`src/rtl/ess_pkg.sv`:
```
// Package of constants and carrier types for the exception state status block
package ess_pkg;
  localparam int EXC_W = 6;
  localparam int DATA_W = 32;
  localparam int ADDR_W = 4;
  // Exception numbers
  localparam logic [5:0] EXC_NONE = 6'h00;
  localparam logic [5:0] EXC_NMI = 6'h02;
  localparam logic [5:0] EXC_HARD = 6'h03;
  localparam logic [5:0] EXC_MEM = 6'h04;
  localparam logic [5:0] EXC_BUS = 6'h05;
  localparam logic [5:0] EXC_USAGE = 6'h06;
  localparam logic [5:0] EXC_SVC = 6'h0b;
  localparam logic [5:0] EXC_PENDSVC = 6'h0e;
  localparam logic [5:0] EXC_TICK = 6'h0f;
  localparam logic [5:0] EXC_IRQ0 = 6'h10;
  localparam logic [5:0] EXC_MAX = 6'h3b;
  localparam logic [5:0] IRQ_OFFSET = 6'h10;
  localparam int NUM_EXC = 64;
  // Register map (byte addresses)
  localparam logic [3:0] ADDR_STATE = 4'h0;
  localparam logic [3:0] ADDR_PRIO = 4'h4;
  localparam logic [3:0] ADDR_IRQIDX = 4'h8;
  // Field positions of the state register
  localparam int ACT_LSB = 0;
  localparam int RET_BIT = 11;
  localparam int PEND_LSB = 12;
  // Reset values, priority constants and priority register fields
  localparam logic [5:0] ACT_RESET = 6'h00;
  localparam logic [5:0] PEND_RESET = 6'h00;
  localparam logic RET_RESET = 1'b0;
  localparam logic [7:0] PRIO_RESET = 8'h00;
  localparam logic [7:0] PRIO_LOWEST = 8'hff;
  localparam logic [7:0] BASE_PRIORITY_MASK_OFF = 8'h00;
  localparam int PRIO_LSB = 0;
  localparam int FAULT_DISABLE_MASK_BIT = 8;
  typedef struct packed {
    logic cyc;
    logic stb;
    logic we;
    logic [3:0] sel;
    logic [3:0] adr;
    logic [31:0] dat;
  } ess_wb_req_t;
  typedef struct packed {
    logic ack;
    logic [31:0] dat;
  } ess_wb_rsp_t;
endpackage

```
`src/rtl/ess_exception_state_status.sv`:
```
// Exception state status registers with a classic Wishbone slave
//
// Local design decisions: the address map and register access over Wishbone.
`timescale 1ns/10ps
module ess_exception_state_status #(
  parameter int NUM_IRQ = 44
) (
  input wire logic sys_clk,
  input wire logic rst_n,
  input wire ess_pkg::ess_wb_req_t wbReq,
  output ess_pkg::ess_wb_rsp_t wbRsp,
  input wire logic [5:0] handlerExceptionNumber,
  input wire logic [63:0] activeMask,
  input wire logic [63:0] pendingMask,
  input wire logic [63:0] enableMask,
  input wire logic [511:0] priorityLevels,
  output logic [5:0] activeVectorNumber,
  output logic [5:0] pendingVectorNumber,
  output logic returnToBaseFlag,
  output logic [5:0] irqIndex,
  output logic irqIndexValid
);
  // Elaboration check of the interrupt count
  if (NUM_IRQ < 1 || NUM_IRQ > 44) begin : g_bad_num_irq
    $error("NUM_IRQ out of range");
  end

  function automatic logic isImpl(input logic [5:0] n);
    return (n <= ess_pkg::EXC_MAX) && (n < ess_pkg::EXC_IRQ0 + 6'(NUM_IRQ)
      || n < ess_pkg::EXC_IRQ0);
  endfunction

  function automatic logic isFaultOrNmi(input logic [5:0] n);
    return (n >= ess_pkg::EXC_NMI) && (n <= ess_pkg::EXC_USAGE);
  endfunction

  // Nmi and faults, service calls, tick and implemented external vectors from 0x10
  function automatic logic isEncoded(input logic [5:0] n);
    return isFaultOrNmi(n) || n == ess_pkg::EXC_SVC || n == ess_pkg::EXC_PENDSVC
      || n == ess_pkg::EXC_TICK || (n >= ess_pkg::EXC_IRQ0 && isImpl(n));
  endfunction

  logic [7:0] basePriorityMask;
  logic faultDisableMask;
  logic wbAck;
  logic [31:0] wbDat;

  // Active exceptions that count toward the flag
  logic [63:0] countedActive;
  always_comb begin
    countedActive = 64'h0;
    for (int i = 0; i < ess_pkg::NUM_EXC; i++) begin
      countedActive[i] = activeMask[i] && !isFaultOrNmi(6'(i)) && isEncoded(6'(i))
        && 6'(i) != handlerExceptionNumber;
    end
  end

  logic [6:0] otherActive;
  always_comb begin
    otherActive = 7'h00;
    for (int i = 0; i < ess_pkg::NUM_EXC; i++) begin
      if (countedActive[i]) begin
        otherActive = otherActive + 7'h01;
      end
    end
  end

  // Flag set when no other active exception apart from nmi and faults
  wire logic next_returnToBase = (otherActive == 7'h00);

  logic [5:0] bestNum;
  logic [7:0] bestPrio;
  logic bestFound;
  always_comb begin
    bestNum = ess_pkg::EXC_NONE;
    bestPrio = ess_pkg::PRIO_LOWEST;
    bestFound = 1'b0;
    for (int i = 0; i < ess_pkg::NUM_EXC; i++) begin
      // Fault mask blocks all but nmi; base priority gates by level
      if (pendingMask[i] && enableMask[i] && isEncoded(6'(i))
          && !(faultDisableMask && 6'(i) != ess_pkg::EXC_NMI)
          && (basePriorityMask == ess_pkg::BASE_PRIORITY_MASK_OFF || 6'(i) == ess_pkg::EXC_NMI
              || 6'(i) == ess_pkg::EXC_HARD
              || priorityLevels[i*8 +: 8] < basePriorityMask)
          && (!bestFound || priorityLevels[i*8 +: 8] < bestPrio)) begin
        bestNum = 6'(i);
        bestPrio = priorityLevels[i*8 +: 8];
        bestFound = 1'b1;
      end
    end
  end

  // Active vector mirrors the handler number when it is encoded, zero otherwise
  wire logic [5:0] next_active = isEncoded(handlerExceptionNumber)
    ? handlerExceptionNumber : ess_pkg::EXC_NONE;
  wire logic next_irqValid = (next_active >= ess_pkg::EXC_IRQ0);
  wire logic [5:0] next_irqIndex = next_irqValid
    ? 6'(next_active - ess_pkg::IRQ_OFFSET) : 6'h00;

  // Bus decode
  wire logic busReq = wbReq.cyc && wbReq.stb && !wbAck;
  wire logic busWrite = busReq && wbReq.we;
  wire logic hitPrio = wbReq.adr == ess_pkg::ADDR_PRIO;
  wire logic [31:0] stateWord = {14'h0000, pendingVectorNumber, returnToBaseFlag,
    5'h00, activeVectorNumber};
  wire logic [31:0] prioWord = {23'h000000, faultDisableMask, basePriorityMask};
  wire logic [31:0] idxWord = {25'h0000000, irqIndexValid, irqIndex};
  wire logic [31:0] next_wbDat = (wbReq.adr == ess_pkg::ADDR_STATE) ? stateWord
    : hitPrio ? prioWord
    : (wbReq.adr == ess_pkg::ADDR_IRQIDX) ? idxWord : 32'h00000000;

  always_ff @(posedge sys_clk or negedge rst_n) begin
    if (!rst_n) begin
      basePriorityMask <= ess_pkg::PRIO_RESET;
      faultDisableMask <= 1'b0;
    end else if (busWrite && hitPrio) begin
      if (wbReq.sel[0]) begin
        basePriorityMask <= wbReq.dat[ess_pkg::PRIO_LSB +: 8];
      end
      if (wbReq.sel[1]) begin
        faultDisableMask <= wbReq.dat[ess_pkg::FAULT_DISABLE_MASK_BIT];
      end
    end
  end

  always_ff @(posedge sys_clk or negedge rst_n) begin
    if (!rst_n) begin
      wbAck <= 1'b0;
      wbDat <= 32'h00000000;
    end else begin
      wbAck <= busReq;
      wbDat <= busReq ? next_wbDat : 32'h00000000;
    end
  end

  // Status registered from the live program status
  always_ff @(posedge sys_clk or negedge rst_n) begin
    if (!rst_n) begin
      activeVectorNumber <= ess_pkg::ACT_RESET;
      pendingVectorNumber <= ess_pkg::PEND_RESET;
      returnToBaseFlag <= ess_pkg::RET_RESET;
      irqIndex <= 6'h00;
      irqIndexValid <= 1'b0;
    end else begin
      // Thread mode reads zero via the mirror
      activeVectorNumber <= next_active;
      pendingVectorNumber <= bestNum;
      // Flag follows live state, meaningful in handlers only
      returnToBaseFlag <= next_returnToBase;
      irqIndex <= next_irqIndex;
      irqIndexValid <= next_irqValid;
    end
  end

  assign wbRsp.ack = wbAck;
  assign wbRsp.dat = wbDat;
endmodule

```
`config.mk`:
```
export PLATFORM = sky130hd
export DESIGN_NAME = ess_exception_state_status
export DESIGN_NICKNAME = d
export VERILOG_FILES = /design/src/rtl/ess_pkg.sv /design/src/rtl/ess_exception_state_status.sv
export SDC_FILE = /design/constraint.sdc
export NUM_CORES = 1
export LEC_CHECK = 0
export ABC_AREA = 1
export BUFFER_PORTS_ARGS = -buffer_cell sky130_fd_sc_hd__buf_2
export CORE_AREA = 5 5 309 311
export CTS_CLUSTER_SIZE = 25
export DETAILED_ROUTE_END_ITERATION = 8
export DIE_AREA = 0 0 314 316
export PLACE_DENSITY = 0.59
export SLEW_MARGIN = 0
export SYNTH_ARGS = -nofsm -noshare
export SYNTH_HDL_FRONTEND = slang
export SYNTH_SLANG_ARGS = --single-unit
```
`constraint.sdc`:
```
create_clock -name sys_clk -period 78.5 [get_ports sys_clk]
set_clock_uncertainty 0.1 [all_clocks]
set_input_delay 3.925 -clock sys_clk [delete_from_list [all_inputs] [get_ports sys_clk]]
set_output_delay 3.925 -clock sys_clk [all_outputs]
set_load 0.01 [all_outputs]
```
==> flow_summary.ini <==
[status]
run_status = complete, no violations

[worst_setup_path]
cpMostUsedCell = nand2_4
crit_type = in -> reg
crit_arrival_ns = 71.52
crit_path_top_delay_cell = o21ai_0
critPathMaxFanout = 20
worstPathRequired_ns = 78.60
critical-path-max-stage-delay_ns = 0.43
crit_path_start_kind = primary input
crit_path_end_kind = register

[synthesis]
syn_area_per_cell_um2 = 5.969
synth_area_mm2 = 0.03252
synth_edf_count = 0
ys_ff_latch = 46
yosysWarnings = 0
ys_types = 55
yosysSeqAreaShare = 0.03539
synth_cells = 5449
async_flop_share = 1.000
ys.flop_type = dfrtp_1

[die]
rows = 112
die_height_um = 316
io_pins = 808
initial_core_util = 0.3517
die-area_mm2 = 0.09922
die_x_um = 314
core_area_mm2 = 0.09249

[global_route]
grt_pass1_wl_mm = 191.5
antenna_found_initial = 72
grt_pass1_vias = 34719
grt_max_degree = 51
grt_overflow = 0
grt_use_total = 0.2420

[route]
wl_per_cell_um = 17.36
drcViolationCount = 0
drtAntennaViolNets = 0
vias_per_cell = 5.102
wl_mm = 126.4
drt_iter0_drc = 2401
vias = 37147
first_pass_iters = 6

[clock_tree]
path_clk_slew_ns = 0.07
postCtsHoldBufs = 0
cts_max_level = 2
clockBufferDepth = 2
cts_root_buf = clkbuf_16
numCtsBuffers = 5
cts_sinks = 46
cts_resized = 0
cts_setup_buffers = 0
cts_tree = done
worstSkewPairLatency_ns = 0.30

[sta]
setup_violations = 0
max_freq_ghz = 0.01400
max_slew_margin = 0.3714
slew_violations = 0
holdWs_ns = 0.4377
fin_crit_sh = 0.9097
tightest_slew_ns = 0.9394
period_minus_slack_ns = 71.41
hold_viol = 0

[placement]
dp_hpwl_mm = 106.7
numPortBuffers = 629
gp_congestion = 0.9304

[cells_and_area]
fillCellCount = 10392
layout.nets = 7441
final_util = 0.3997
area_growth_pct = 13.66
drive_above_1_share = 0.1918

[pwr]
cellLeakagePower_uw = 0.02115
p_per_area_mw_per_mm2 = 16.64
ir_drop_uv = 34.80

[run]
cap_violations = 0

[hold_path]
worstHoldPathType = reg -> reg
==> final timing paths <==
kind                       slack (ns)              startpoint  cells past startpoint                     end
min in group asynchronous        3.62                   rst_n                      2  pendingVectorNumber[4]
max                              7.09           enableMask[2]                    434  pendingVectorNumber[5]
min reg2reg                      0.44  pendingVectorNumber[5]                      2               wbDat[17]
max in group asynchronous       74.20                   rst_n                      2     basePriorityMask[0]
max reg2reg                     11.25     basePriorityMask[6]                    424  pendingVectorNumber[5]
min                              0.44  pendingVectorNumber[5]                      2               wbDat[17]
==> layout by cell type, fill, tap and decap left out, types with 3 or more instances in the layout <==
master	instances
xnor2_1	58
nor2_1	450
o211ai_1	52
nand2_4	89
nand3b_1	46
nand3_1	486
inv_1	586
nand4_1	113
xor2_1	31
clkinv_1	4
a211oi_1	51
or2_2	38
nand2_2	255
buf_2	629
o21ai_1	98
inv_2	61
nand2_1	1455
a21o_1	24
dfrtp_1	45
nor3_1	45
o21bai_1	37
ha_1	655
a31oi_1	10
a21boi_0	25
o21ai_2	36
clkinv_2	7
o21ai_0	251
o31ai_1	8
a21oi_2	6
o22ai_1	8
nor4_1	3
a21oi_1	279
o221ai_1	24
conb_1	16
diode_2	52
clkbuf_16	5
buf_4	21
and2_1	5
==> final cells by class <==
cell class | instances | area [µm²] | area share
timing repair buffer | 650 | 3306 | 0.08943
clock inverter | 2 | 37.54 | 0.001015
clock buffer | 6 | 128.9 | 0.003486
multi-input combinational | 4667 | 28210 | 0.7632
antenna | 52 | 130.1 | 0.003520
inverter | 661 | 2502 | 0.06770
sequential | 46 | 1152 | 0.03117
tap | 1197 | 1498 | 0.04052
==> where the power goes <==
part	total, µW	switching [µW]	internal (µW)
registers	28.3	2.34	26.0
logic	561	351	211
clock network	25.5	10.4	15.1
==> cells by family after synthesis <==
| logic type | share of synthesized area |
|---|---|
| and+or+nand+nor | 0.4218 |
| AOI/OAI and AO/OA | 0.1627 |
| adders and majority gates | 0.2520 |
| buffers and inverters | 0.1041 |
| xor gates and xnor gates | 0.02397 |
| other | 0.0001153 |
| DFF | 0.03539 |
==> cell usage after synthesis, types with 11 or more instances <==
master / number / area share
nand2_4: 82 / 0.028
xnor2_1: 58 / 0.016
nand3b_1: 46 / 0.011
inv_1: 594 / 0.069
ha_1: 655 / 0.25
dfrtp_1: 46 / 0.035
or2_2: 38 / 0.0073
o21ai_0: 375 / 0.058
a21o_1: 24 / 0.0055
buf_6: 14 / 0.0048
nand4_1: 113 / 0.022
nand3_1: 486 / 0.075
nand2_2: 256 / 0.049
a211oi_1: 51 / 0.012
nor2_1: 450 / 0.052
nor3_1: 45 / 0.0069
nand2_1: 1461 / 0.17
inv_2: 62 / 0.0072
clkbuf_8: 33 / 0.014
clkbuf_1: 11 / 0.0013
o21bai_1: 37 / 0.0085
xor2_1: 31 / 0.0083
a21boi_0: 25 / 0.0058
o221ai_1: 24 / 0.0065
o211ai_1: 52 / 0.012
buf_4: 27 / 0.0062
a21oi_1: 280 / 0.043
==> per-stage QoR <==
step	cells	setup slack [ns]	setup TNS, ns	cell area, µm²	total power (µW)
after global routing	7261	-0.001968	-0.001968	36920	703.8
after global placement	7221	0.9194	0	36510	578.1
after floorplan	5464	10.77	0	32580	469.2
final	7281	7.086	0	36970	615.1
after CTS	7229	0.7021	0	36670	614.8
after detailed placement	7221	0.7244	0	36510	586.7
==> registers in the layout (all words and copies together) (netlist names) <==
register,flops
wbDat,16
basePriorityMask,8
activeVectorNumber,6
irqIndex,6
pendingVectorNumber,6
faultDisableMask,1
irqIndexValid,1
returnToBaseFlag,1
wbAck,1
==> layer usage <==
| layer | GRT usage | vias up | share of wire |
|---|---|---|---|
| met2 | 0.4165 | 841 | 0.46 |
| met4 | 0.06679 | 34 | 0.027 |
| li1 | - | 19529 | - |
| met5 | 0 | - | 0.0017 |
| met3 | 0.04693 | 182 | 0.067 |
| met1 | 0.3096 | 16561 | 0.44 |
==> critical path: cells and delay by family <==
family                   cells  cell delay, ns
adder cells (fa/ha/maj)     51           14.64
AO/OA/AOI/OAI              142           28.21
buffers and inverters       12            0.89
AND/OR/NAND/NOR            229           23.61
No activity file was read; power rests on OpenSTA's default activity.
